## src/shared/fts_pkg.sv

```systemverilog
package fts_pkg;
  // register addresses seen by the serial port
  localparam logic [14:0] FTS_ADDR_CTRL = 15'h0000;
  localparam logic [14:0] FTS_ADDR_BYTE_LOW = 15'h0001;
  localparam logic [14:0] FTS_ADDR_BYTE_ONE = 15'h0002;
  localparam logic [14:0] FTS_ADDR_BYTE_TWO = 15'h0003;
  localparam logic [14:0] FTS_ADDR_BYTE_HIGH = 15'h0004;
  localparam logic [7:0] FTS_CTRL_RST = 8'h00;
  localparam logic [7:0] FTS_CTRL_WMASK = 8'h1F;
  localparam logic [7:0] FTS_UNMAPPED = 8'h00;
  localparam logic [31:0] FTS_CNT_RST = 32'h0000_0000;
  // counting rate against the system clock, in MHz
  localparam int FTS_SYS_MHZ = 100;
  localparam int FTS_CNT_MHZ = 32;
  localparam logic [6:0] FTS_ACC_STEP = 7'(FTS_CNT_MHZ);
  localparam logic [6:0] FTS_ACC_WRAP = 7'(FTS_SYS_MHZ);
  localparam logic [6:0] FTS_ACC_RST = 7'h00;
  // serial frame: one write flag, 15 address bits, then data bytes
  localparam logic [4:0] FTS_HDR_BITS = 5'h10;
  localparam logic [4:0] FTS_BYTE_BITS = 5'h08;
  localparam int FTS_HDR_WFLAG = 15;
  localparam int FTS_BYTE_MSB = 7;

  typedef struct packed {
    logic [2:0] reserved;
    logic capture_on_tx_start;
    logic capture_on_rx_frame_start;
    logic clear_on_tx_start;
    logic clear_on_rx_frame_start;
    logic enable;
  } fts_ctrl_t;

  typedef struct packed {
    logic sclk;
    logic mosi;
    logic cs_n;
  } fts_spi_in_t;

  typedef enum logic [1:0] {
    FTS_IDLE = 2'b00,
    FTS_HDR = 2'b01,
    FTS_DATA = 2'b10
  } fts_state_t;
endpackage

```

## src/hw/fts_counter.sv

```systemverilog
`timescale 1ns/1ps
module fts_counter (
  // clock and reset
  input wire logic clk_i,
  input wire logic rst_n_i,
  // baseband state machine
  input wire logic pa_enable_i,
  input wire logic rx_frame_start_irq_i,
  input wire logic trx_halt_i,
  // serial control pins
  input wire fts_pkg::fts_spi_in_t spi_i,
  output logic miso_o,
  output logic miso_oe_o
);
  import fts_pkg::*;

  fts_ctrl_t ctrl_ff;
  logic [31:0] cnt_ff;
  logic [31:0] cap_ff;
  logic [31:0] snap_ff;
  logic [6:0] acc_ff;
  logic tick_ff;
  logic pa_prev_ff;
  fts_spi_in_t sync1_ff;
  fts_spi_in_t sync2_ff;
  fts_spi_in_t sync3_ff;
  fts_state_t state_ff;
  logic [4:0] bits_ff;
  logic [15:0] hdr_ff;
  logic [7:0] rx_sh_ff;
  logic [7:0] tx_sh_ff;
  logic [14:0] addr_ff;
  logic miso_ff;
  logic miso_oe_ff;

  logic tx_start;
  logic rx_start;
  logic [31:0] shown;
  logic sclk_rise;
  logic sclk_fall;
  logic cs_fall;
  logic cs_high;
  logic [7:0] nxt_rx_sh;
  logic [15:0] nxt_hdr;
  logic [7:0] nxt_acc;

  function automatic logic [7:0] reg_read(input logic [14:0] addr,
                                          input fts_ctrl_t ctrl,
                                          input logic [31:0] snap);
    logic [7:0] data;
    data = FTS_UNMAPPED;
    unique case (addr)
      FTS_ADDR_CTRL: data = ctrl;
      FTS_ADDR_BYTE_LOW: data = snap[7:0];
      FTS_ADDR_BYTE_ONE: data = snap[15:8];
      FTS_ADDR_BYTE_TWO: data = snap[23:16];
      FTS_ADDR_BYTE_HIGH: data = snap[31:24];
      default: data = FTS_UNMAPPED;
    endcase
    return data;
  endfunction

  assign tx_start = pa_enable_i & ~pa_prev_ff;
  assign rx_start = rx_frame_start_irq_i;
  assign shown = (ctrl_ff.capture_on_tx_start | ctrl_ff.capture_on_rx_frame_start)
                 ? cap_ff : cnt_ff;

  always_ff @(posedge clk_i or negedge rst_n_i) begin
    if (!rst_n_i) begin
      pa_prev_ff <= 1'b0;
    end else begin
      pa_prev_ff <= pa_enable_i;
    end
  end

  // fractional divider: 32 ticks every 100 system cycles, never two in a row
  assign nxt_acc = {1'b0, acc_ff} + {1'b0, FTS_ACC_STEP};
  always_ff @(posedge clk_i or negedge rst_n_i) begin
    if (!rst_n_i) begin
      acc_ff <= FTS_ACC_RST;
      tick_ff <= 1'b0;
    end else if (nxt_acc >= {1'b0, FTS_ACC_WRAP}) begin
      acc_ff <= 7'(nxt_acc - {1'b0, FTS_ACC_WRAP});
      tick_ff <= 1'b1;
    end else begin
      acc_ff <= nxt_acc[6:0];
      tick_ff <= 1'b0;
    end
  end

  always_ff @(posedge clk_i or negedge rst_n_i) begin
    if (!rst_n_i) begin
      cnt_ff <= FTS_CNT_RST;
    end else if (!ctrl_ff.enable) begin
      cnt_ff <= FTS_CNT_RST;
    end else if (ctrl_ff.clear_on_tx_start && tx_start) begin
      cnt_ff <= FTS_CNT_RST;
    end else if (ctrl_ff.clear_on_rx_frame_start && rx_start) begin
      cnt_ff <= FTS_CNT_RST;
    end else if (tick_ff && !trx_halt_i) begin
      cnt_ff <= cnt_ff + 32'h0000_0001;
    end
  end

  // capture sees the value before any clear from the same event
  always_ff @(posedge clk_i or negedge rst_n_i) begin
    if (!rst_n_i) begin
      cap_ff <= FTS_CNT_RST;
    end else if (ctrl_ff.capture_on_tx_start && tx_start) begin
      cap_ff <= cnt_ff;
    end else if (ctrl_ff.capture_on_rx_frame_start && rx_start) begin
      cap_ff <= cnt_ff;
    end
  end

  // pins are asynchronous: two flops before use
  always_ff @(posedge clk_i or negedge rst_n_i) begin
    if (!rst_n_i) begin
      sync1_ff <= '{sclk: 1'b0, mosi: 1'b0, cs_n: 1'b1};
      sync2_ff <= '{sclk: 1'b0, mosi: 1'b0, cs_n: 1'b1};
      sync3_ff <= '{sclk: 1'b0, mosi: 1'b0, cs_n: 1'b1};
    end else begin
      sync1_ff <= spi_i;
      sync2_ff <= sync1_ff;
      sync3_ff <= sync2_ff;
    end
  end

  assign sclk_rise = sync2_ff.sclk & ~sync3_ff.sclk;
  assign sclk_fall = ~sync2_ff.sclk & sync3_ff.sclk;
  assign cs_fall = ~sync2_ff.cs_n & sync3_ff.cs_n;
  assign cs_high = sync2_ff.cs_n;
  assign nxt_rx_sh = {rx_sh_ff[6:0], sync2_ff.mosi};
  assign nxt_hdr = {hdr_ff[14:0], sync2_ff.mosi};

  // one snapshot per frame keeps a block read coherent
  always_ff @(posedge clk_i or negedge rst_n_i) begin
    if (!rst_n_i) begin
      snap_ff <= FTS_CNT_RST;
    end else if (cs_fall) begin
      snap_ff <= shown;
    end
  end

  always_ff @(posedge clk_i or negedge rst_n_i) begin
    if (!rst_n_i) begin
      state_ff <= FTS_IDLE;
      bits_ff <= 5'h00;
      hdr_ff <= 16'h0000;
      rx_sh_ff <= 8'h00;
      addr_ff <= FTS_ADDR_CTRL;
    end else if (cs_high) begin
      state_ff <= FTS_IDLE;
      bits_ff <= 5'h00;
    end else begin
      unique case (state_ff)
        FTS_IDLE: begin
          state_ff <= FTS_HDR;
          bits_ff <= 5'h00;
        end
        FTS_HDR: begin
          if (sclk_rise) begin
            hdr_ff <= nxt_hdr;
            if (bits_ff == FTS_HDR_BITS - 5'h01) begin
              state_ff <= FTS_DATA;
              addr_ff <= nxt_hdr[14:0];
              bits_ff <= 5'h00;
            end else begin
              bits_ff <= bits_ff + 5'h01;
            end
          end
        end
        FTS_DATA: begin
          if (sclk_rise) begin
            rx_sh_ff <= nxt_rx_sh;
            if (bits_ff == FTS_BYTE_BITS - 5'h01) begin
              addr_ff <= addr_ff + 15'h0001; // block access walks the map
              bits_ff <= 5'h00;
            end else begin
              bits_ff <= bits_ff + 5'h01;
            end
          end
        end
      endcase
    end
  end

  // only the control register takes writes; reserved bits stay zero
  always_ff @(posedge clk_i or negedge rst_n_i) begin
    if (!rst_n_i) begin
      ctrl_ff <= FTS_CTRL_RST;
    end else if (!cs_high && state_ff == FTS_DATA && sclk_rise
                 && bits_ff == FTS_BYTE_BITS - 5'h01 && hdr_ff[FTS_HDR_WFLAG]
                 && addr_ff == FTS_ADDR_CTRL) begin
      ctrl_ff <= nxt_rx_sh & FTS_CTRL_WMASK;
    end
  end

  // read byte loaded at each byte boundary, shifted out on falling sclk
  always_ff @(posedge clk_i or negedge rst_n_i) begin
    if (!rst_n_i) begin
      tx_sh_ff <= 8'h00;
      miso_ff <= 1'b0;
    end else if (!cs_high && sclk_rise && state_ff == FTS_HDR
                 && bits_ff == FTS_HDR_BITS - 5'h01) begin
      tx_sh_ff <= reg_read(nxt_hdr[14:0], ctrl_ff, snap_ff);
    end else if (!cs_high && sclk_rise && state_ff == FTS_DATA
                 && bits_ff == FTS_BYTE_BITS - 5'h01) begin
      tx_sh_ff <= reg_read(addr_ff + 15'h0001, ctrl_ff, snap_ff);
    end else if (!cs_high && sclk_fall && state_ff == FTS_DATA) begin
      miso_ff <= tx_sh_ff[FTS_BYTE_MSB];
      tx_sh_ff <= {tx_sh_ff[6:0], 1'b0};
    end
  end

  always_ff @(posedge clk_i or negedge rst_n_i) begin
    if (!rst_n_i) begin
      miso_oe_ff <= 1'b0;
    end else begin
      miso_oe_ff <= ~cs_high;
    end
  end

  assign miso_o = miso_ff;
  assign miso_oe_o = miso_oe_ff;

  dis_clear_a: assert property (@(posedge clk_i) disable iff (!rst_n_i)
    !ctrl_ff.enable |=> cnt_ff == FTS_CNT_RST) else $error("counter not zero while disabled");
  run_inc_a: assert property (@(posedge clk_i) disable iff (!rst_n_i)
    ctrl_ff.enable && tick_ff && !trx_halt_i && !tx_start && !rx_start
    |=> cnt_ff == $past(cnt_ff) + 32'h0000_0001) else $error("counter did not advance");
  tick_rate_a: assert property (@(posedge clk_i) disable iff (!rst_n_i)
    tick_ff |=> !tick_ff ##1 !tick_ff) else $error("count tick faster than 32 MHz");
  tx_clear_a: assert property (@(posedge clk_i) disable iff (!rst_n_i)
    ctrl_ff.clear_on_tx_start && tx_start |=> cnt_ff == FTS_CNT_RST)
    else $error("tx start did not clear");
  rx_clear_a: assert property (@(posedge clk_i) disable iff (!rst_n_i)
    ctrl_ff.clear_on_rx_frame_start && rx_frame_start_irq_i |=> cnt_ff == FTS_CNT_RST)
    else $error("rx frame start did not clear");
  no_clear_a: assert property (@(posedge clk_i) disable iff (!rst_n_i)
    ctrl_ff.enable && !ctrl_ff.clear_on_tx_start && !ctrl_ff.clear_on_rx_frame_start
    && !tick_ff |=> $stable(cnt_ff)) else $error("counter moved without a tick");
  halt_hold_a: assert property (@(posedge clk_i) disable iff (!rst_n_i)
    ctrl_ff.enable && trx_halt_i && !tx_start && !rx_start |=> $stable(cnt_ff))
    else $error("counter ran while halted");
  wrap_zero_a: assert property (@(posedge clk_i) disable iff (!rst_n_i)
    ctrl_ff.enable && tick_ff && !trx_halt_i && cnt_ff == 32'hFFFF_FFFF
    |=> cnt_ff == FTS_CNT_RST) else $error("counter did not wrap");
  cap_tx_a: assert property (@(posedge clk_i) disable iff (!rst_n_i)
    ctrl_ff.capture_on_tx_start && tx_start |=> cap_ff == $past(cnt_ff))
    else $error("tx capture missed");
  cap_rx_a: assert property (@(posedge clk_i) disable iff (!rst_n_i)
    ctrl_ff.capture_on_rx_frame_start && rx_frame_start_irq_i && !tx_start
    |=> cap_ff == $past(cnt_ff)) else $error("rx capture missed");
  tx_pulse_a: assert property (@(posedge clk_i) disable iff (!rst_n_i)
    tx_start |=> !tx_start) else $error("tx start longer than one cycle");
  snap_hold_a: assert property (@(posedge clk_i) disable iff (!rst_n_i)
    !sync2_ff.cs_n && !sync3_ff.cs_n |=> $stable(snap_ff)) else $error("snapshot moved in frame");
endmodule

```

## config.mk

```make
export PLATFORM = sky130hd
export DESIGN_NAME = fts_counter
export DESIGN_NICKNAME = d
export VERILOG_FILES = /design/src/shared/fts_pkg.sv /design/src/hw/fts_counter.sv
export SDC_FILE = /design/constraint.sdc
export NUM_CORES = 1
export LEC_CHECK = 0
export ABC_AREA = 1
export BUFFER_PORTS_ARGS = -buffer_cell sky130_fd_sc_hd__buf_2
export CAP_MARGIN = 5
export CORE_MARGIN = 2
export CORE_UTILIZATION = 54
export CTS_CLUSTER_SIZE = 40
export DETAILED_ROUTE_END_ITERATION = 8
export PLACE_DENSITY = 0.71
export SYNTH_ARGS = -nofsm -noshare
export SYNTH_HDL_FRONTEND = slang
export SYNTH_SLANG_ARGS = --single-unit
```

## constraint.sdc

```tcl
create_clock -name clk_i -period 2.31 [get_ports clk_i]
set_input_delay 0.231 -clock clk_i [delete_from_list [all_inputs] [get_ports clk_i]]
set_output_delay 0.231 -clock clk_i [all_outputs]
set_load 0.005 [all_outputs]
```

==> reports/metrics.cfg, run 1 <==
[worst_setup_path]
crit_top_cell=nand2_1
slowest_stage=dfrtp_2
crit_buf_inv=2
cp.arrival_ns=2.56
crit_chain=buf_4 > nand3_4 > nor2_4 > buf_4 > nand2_1 > nand2_1 > nor2_1 > nand2_4 > nor2_2 > nand4_1 > o21ai_1 > o21bai_1 > nand2_1 > nand2_1 > nand2_1
crit_family=simple AND/OR/NAND/NOR gates
crit_fanout=6
crit_type=flip-flop to flip-flop
max_stage_delay_ns=0.44
cp-start-kind=flip-flop
crit_required_ns=2.68
worstSetupEndpointType=flip-flop

[synth]
syn_nets=1142
synth_edf_count=0
synth.distinct_cells=42
synthDominantCellAreaShare=0.467
yosysWarningCount=0
syn_area_per_cell_um2=7.90
synthCells=1119
synth_flop_cell=dfrtp_1
syn_area_um2=8840
ys_async_sr_fraction=1.00
synth_top_area_cell=dfrtp_1
ys_seq_area_frac=0.476
ys_top_cells_by_area=dfrtp_1 47%, nand2_1 8.7%, inv_1 6.2%
synth_seq_cells=168

[power_and_ir_drop]
p_int_mw=5.60
p_sw_mw=2.47
p_leak_nw=4.51
p_per_area_nw_per_um2=783
pwr-share-clk=0.401
p_seq_frac=0.404
p_comb_frac=0.195
p_sw_frac=0.306
vdd_drop_max_mv=0.667

[cts]
cts_inserted_buffers=17
clock-root-buffer=clkbuf_16
cts_tree=done
clk_pin_slew_worst_paths_ns=0.07
cts_buffer_depth=2
ctsHtreeMaxLevel=4
clk_latency_ns=0.43
clkSinkCount=168

[routing]
drt_iter0_markers=611
drtAntennaViolNets=0
wl_per_cell_um=16.5
drc=0
finalWirelength_mm=23.1
dr.pass1.iters=5
vias=7788
vias_per_cell=5.57

[die]
die_h_um=132
ios=10
dieArea_um2=17400
row_count=46
coreArea_um2=15900
dieWidth_um=132
initial_core_util=0.554

[timing]
setup_ws_ns=0.118
max_freq_mhz=456
hold_viol_final=0
worst_slew_pin_slew_ns=0.613
final.min_clock_period_ns=2.19
holdWs_ns=0.250
rsz0062_at_grt=true
setup_viol=0
totalNegativeSetupSlack_ns=0
post-route-period-util=0.949
slew_headroom=0.588
finClkSkew_ns=0.00951
final_max_slew_viol_count=0

[place]
io_buffers=9
post-place-cells=1343
placedInstanceArea_um2=9340
gp_congestion=0.992
hpwl_mm=16.1
place_worst_setup_slack_ns=-0.000286

[global_route]
grt.total_usage=0.273
overflow=0
first_global_vias=7490
grt_max_degree=65
antenna_found_initial=0
grt_pass1_wl_mm=38.2

[outcome]
status=complete, no violations

[finish]
fin_cells=1399
postLayoutCellArea_um2=10300
syn2layout_area_growth_pct=16.7
n_antenna_cell=0
drive_gt1_frac=0.144
fin_nets=1193

[run]
maxCapViolCount=0

[worst_hold_path]
hold_path_class=input port to flip-flop

-- routing by layer --
metal	global-route usage	vias to the layer above	wire length [um]
li1	-	3807	-
met1	0.358	3695	9780
met2	0.458	242	11400
met3	0.0446	44	1250
met4	0.103	0	634
met5	0	-	0
-- tightest hold or removal path, cell delays in order --
cell     delay, ns
buf_2         0.08
nor2_1        0.05
buf_4         0.16
nand2_1       0.06
a21oi_1       0.06
-- repair_timing --
action | CTS | global route
cloned | 1 | 0
resized for setup | 1 | 33
pin swaps | 2 | 9
endpoints found under the hold margin | 60 | 0
hold buffers | 5 | 0
setup buffers | 0 | 18
endpoints found under the setup margin | 4 | 14
-- metrics by stage --
stage	util	power, mW
2_1_floorplan	-	4.23
3_3_place_gp	0.586	4.65
3_5_place_dp	0.586	4.66
4_1_cts	0.632	7.92
5_1_grt	0.647	8.40
6_report	0.647	8.08
-- registers in the layout, summed over array words and instances, names as in the netlist, 2 cells and up --
| name | cells |
|---|---|
| addr_ff | 15 |
| cap_ff | 32 |
| sync3_ff | 2 |
| hdr_ff | 16 |
| cnt_ff | 32 |
| bits_ff | 5 |
| rx_sh_ff | 4 |
| snap_ff | 32 |
| ctrl_ff | 5 |
| tx_sh_ff | 8 |
| acc_ff | 5 |
| sync1_ff | 3 |
| state_ff | 2 |
-- path summary, 6_finish.rpt --
| check | to | cells after the start | start | slack (ns) |
|---|---|---|---|---|
| setup reg to reg | tx_sh_ff[4] | 15 | addr_ff[0] | 0.12 |
| hold reg to reg | nxt_hdr[0] | 0 | sync1_ff[1] | 0.35 |
| setup / recovery | tx_sh_ff[4] | 15 | addr_ff[0] | 0.12 |
| min in group asynchronous | acc_ff[4] | 2 | rst_n_i | 0.37 |
| max in group asynchronous | snap_ff[28] | 3 | rst_n_i | 1.30 |
| hold / removal | cnt_ff[1] | 5 | trx_halt_i | 0.25 |
-- cell usage after synthesis, types with 2 or more instances --
master      n
a211oi_1    2
a21boi_0    2
a21oi_1    58
a31oi_1    15
a32o_1      2
and3_1      2
buf_1       4
buf_4       3
buf_6       2
clkbuf_1   26
dfrtp_1   165
dfstp_2     3
ha_1       15
inv_1     145
inv_2       5
nand2_1   205
nand2_2     7
nand3_1    57
nand3_2     7
nand3b_1    2
nand4_1    41
nor2_1    138
nor2_2     10
nor2_4     12
nor3_1     17
nor4_1      6
nor4_2      3
o211ai_1    5
o21ai_0   107
o21ai_1     9
o21bai_1    4
o221a_2     2
o221ai_1    2
o22ai_1    22
xnor2_1     2
xor2_1      6
-- logic make-up after synthesis --
family                   Yosys count  synth area share
AO/OA/AOI/OAI                    234             0.147
AND/OR/NAND/NOR                  508             0.265
flip-flops                       168             0.476
XOR/XNOR                           8           0.00793
multiplexers                       1           0.00127
adder cells (fa/ha/maj)           15            0.0212
buffers and inverters            185            0.0815
-- cell type report --
type,instances,area (um2)
inverters,150,563
clock inverters,14,238
clock buffers,18,439
well taps,216,270
fillers,1405,5630
multi-input cells,767,4010
flip-flops and latches,168,4220
repair buffers,66,578
-- cells in the final DEF (no fill, tap or decap), types with 4 or more instances in the layout --
| cell type | n |
|---|---|
| a21oi_1 | 58 |
| a31oi_1 | 15 |
| buf_12 | 6 |
| buf_2 | 8 |
| buf_4 | 43 |
| buf_6 | 4 |
| bufinv_16 | 5 |
| clkbuf_16 | 17 |
| dfrtp_1 | 159 |
| dfrtp_2 | 6 |
| dlygate4sd3_1 | 5 |
| ha_1 | 13 |
| inv_1 | 142 |
| inv_2 | 8 |
| nand2_1 | 201 |
| nand2_2 | 11 |
| nand3_1 | 57 |
| nand3_2 | 6 |
| nand4_1 | 41 |
| nor2_1 | 133 |
| nor2_2 | 10 |
| nor2_4 | 18 |
| nor3_1 | 14 |
| nor4_1 | 6 |
| o211ai_1 | 5 |
| o21ai_0 | 104 |
| o21ai_1 | 12 |
| o21bai_1 | 4 |
| o22ai_1 | 22 |
| xor2_1 | 6 |
-- power by group through the flow --
stage	registers, mW	clock network, mW	logic [mW]
after floorplan	3.24	0	0.989
after global placement	3.29	0	1.36
after detailed placement	3.29	0	1.37
after CTS	3.24	3.28	1.40
after global routing	3.27	3.40	1.73
final	3.26	3.24	1.58
(Power assumes the default switching activity.)
==> run 2, diff against run 1 <==
- BUFFER_PORTS_ARGS: -buffer_cell sky130_fd_sc_hd__buf_2 -> -buffer_cell sky130_fd_sc_hd__buf_4
==> reports/metrics.cfg, run 2 (synthesis results as in run 1) <==
[outcome]
status=complete, no violations

[power_and_ir_drop]
finalPower_mw=7.78
pwr-share-clk=0.379
p_sw_mw=2.51
p_seq_frac=0.419
p_leak_nw=4.45
p_int_mw=5.27
vdd_drop_max_mv=0.694
p_per_area_nw_per_um2=762
p_comb_frac=0.202
p_sw_frac=0.323

[timing]
final.min_clock_period_ns=2.24
setup_viol=0
worst_slew_pin_slew_ns=0.601
totalNegativeSetupSlack_ns=0
final_max_slew_viol_count=0
rsz0062_at_grt=true
finClkSkew_ns=0.0115
post-route-period-util=0.969
max_freq_mhz=447
slew_headroom=0.599
hold_viol_final=0

[die]
dieArea_um2=17400
coreArea_um2=15900
ios=10
die_h_um=132
row_count=46
initial_core_util=0.554
dieWidth_um=132

[finish]
largestRegisters=cap_ff (32), cnt_ff (32), snap_ff (32)
layout_commonest_cell=nand2_1
seqCellArea_um2=4220
fin_nets=1185
n_antenna_cell=0
final_cell_mix=201 x nand2_1, 159 x dfrtp_1, 140 x inv_1
fin_util=0.640
multi_input_area_um2=4020
postLayoutCellArea_um2=10200
syn2layout_area_growth_pct=15.5
drive_gt1_frac=0.146
fin_cells=1391
fillers=1391

[global_route]
first_global_vias=7594
grt_pass1_wl_mm=38.0
grt.total_usage=0.273
grt_max_degree=65
antenna_found_initial=0
overflow=0

[cts]
cts_tree=done
clk_latency_ns=0.44
clkSinkCount=168
cts_buffer_depth=2
clock-root-buffer=clkbuf_16
cts_inserted_buffers=17
ctsHtreeMaxLevel=4
clk_pin_slew_worst_paths_ns=0.07

[routing]
drtAntennaViolNets=0
drc=0
finalWirelength_mm=22.9
dr.pass1.iters=5
drt_iter0_markers=635
wl_per_cell_um=16.5
vias_per_cell=5.59
vias=7779

[worst_setup_path]
crit_buf_inv=0
crit_fanout=5
r2r_slack_ns=0.07
crit_required_ns=2.69
cp-start-kind=flip-flop
worstReg2RegEnd=tx_sh_ff[6]
slowest_stage=dfrtp_1
worstSetupEndpointType=flip-flop
crit_top_cell=nor2_1
max_stage_delay_ns=0.44
crit_chain=ha_4 > nand3_2 > o21ai_0 > nand2_1 > nor2_4 > nand2_4 > nor2_4 > nand3_2 > o21ai_1 > nor2_1 > nor2_2 > nor2_1 > nor2_1
cp.arrival_ns=2.62
crit_family=simple AND/OR/NAND/NOR gates
r2r_cells=13
crit_type=flip-flop to flip-flop
r2r-start=addr_ff[0]

[worst_hold_path]
hold_path_class=input port to flip-flop
worstHoldPathCells=5
holdCritStartpoint=trx_halt_i
hold_path_end=cnt_ff[1]

[place]
io_buffers=9
hpwl_mm=16.0
placedInstanceArea_um2=9330
gp_congestion=0.996
post-place-cells=1342

[run]
maxCapViolCount=0

## run 2: cell count changes in the layout (fill, tap and decap cells not counted), sizes merged
cell / before / now
buf: 61 / 53
bufinv: 5 / 2
clkinv: 4 / 6
clkinvlp: 1 / 3
inv: 154 / 153
## run 2: final cells by class
cell class                 count  share of cell area
inverter                     150              0.0555
multi-input combinational    767               0.394
tap                          216              0.0265
clock buffer                  18              0.0430
clock inverter                14              0.0162
sequential                   168               0.413
timing repair buffer          58              0.0519
## run 2: per-layer routing
metal  up-vias  global-route usage  part of all wire  wire length (um)
met5         -                   0                 0                 0
met4         0               0.120             0.031               721
met3        52              0.0477             0.043               981
met2       218               0.451              0.50             11400
met1      3716               0.354              0.43              9850
li1       3793                   -                 -                 -
## run 2: repair_timing
item                                    in CTS  in global routing
hold buffers                                 5                  0
gates resized for setup                      0                 40
endpoints found under the setup margin       0                 19
hold endpoints to repair                    55                  0
setup buffers                                0                 11
## run 2: power by group through the flow
stage	combinational [mW]	clock, mW	sequential, mW
6_report	1.58	2.95	3.26
2_1_floorplan	0.989	0	3.24
3_5_place_dp	1.38	0	3.29
4_1_cts	1.40	2.97	3.24
3_3_place_gp	1.36	0	3.29
5_1_grt	1.74	3.08	3.27
## run 2: metrics by stage
step / setup WS [ns] / hold WS, ns
2_1_floorplan: 0.267 / -0.0646
3_5_place_dp: 0.0422 / 0.220
6_report: 0.0723 / 0.242
4_1_cts: 0.0141 / 0.236
3_3_place_gp: 0.104 / 0.217
5_1_grt: -0.0553 / 0.248
## run 2: worst max path at each step
stage | to | slack (ns) | cells after the start | start
floorplan | tx_sh_ff[3] | 0.27 | 16 | state_ff[0]
global placement | tx_sh_ff[6] | 0.10 | 16 | addr_ff[0]
detailed placement | tx_sh_ff[7] | 0.04 | 13 | addr_ff[0]
CTS | tx_sh_ff[3] | 0.01 | 15 | state_ff[0]
global route | tx_sh_ff[3] | -0.06 | 14 | addr_ff[0]
finish | tx_sh_ff[6] | 0.07 | 13 | addr_ff[0]
## run 2: worst register-to-register path: cells and delay by family (launching register included)
family          cells  cell delay (ns)
simple gates       10             1.18
flops               1             0.44
compound gates      2             0.39
fa+ha+maj           1             0.19
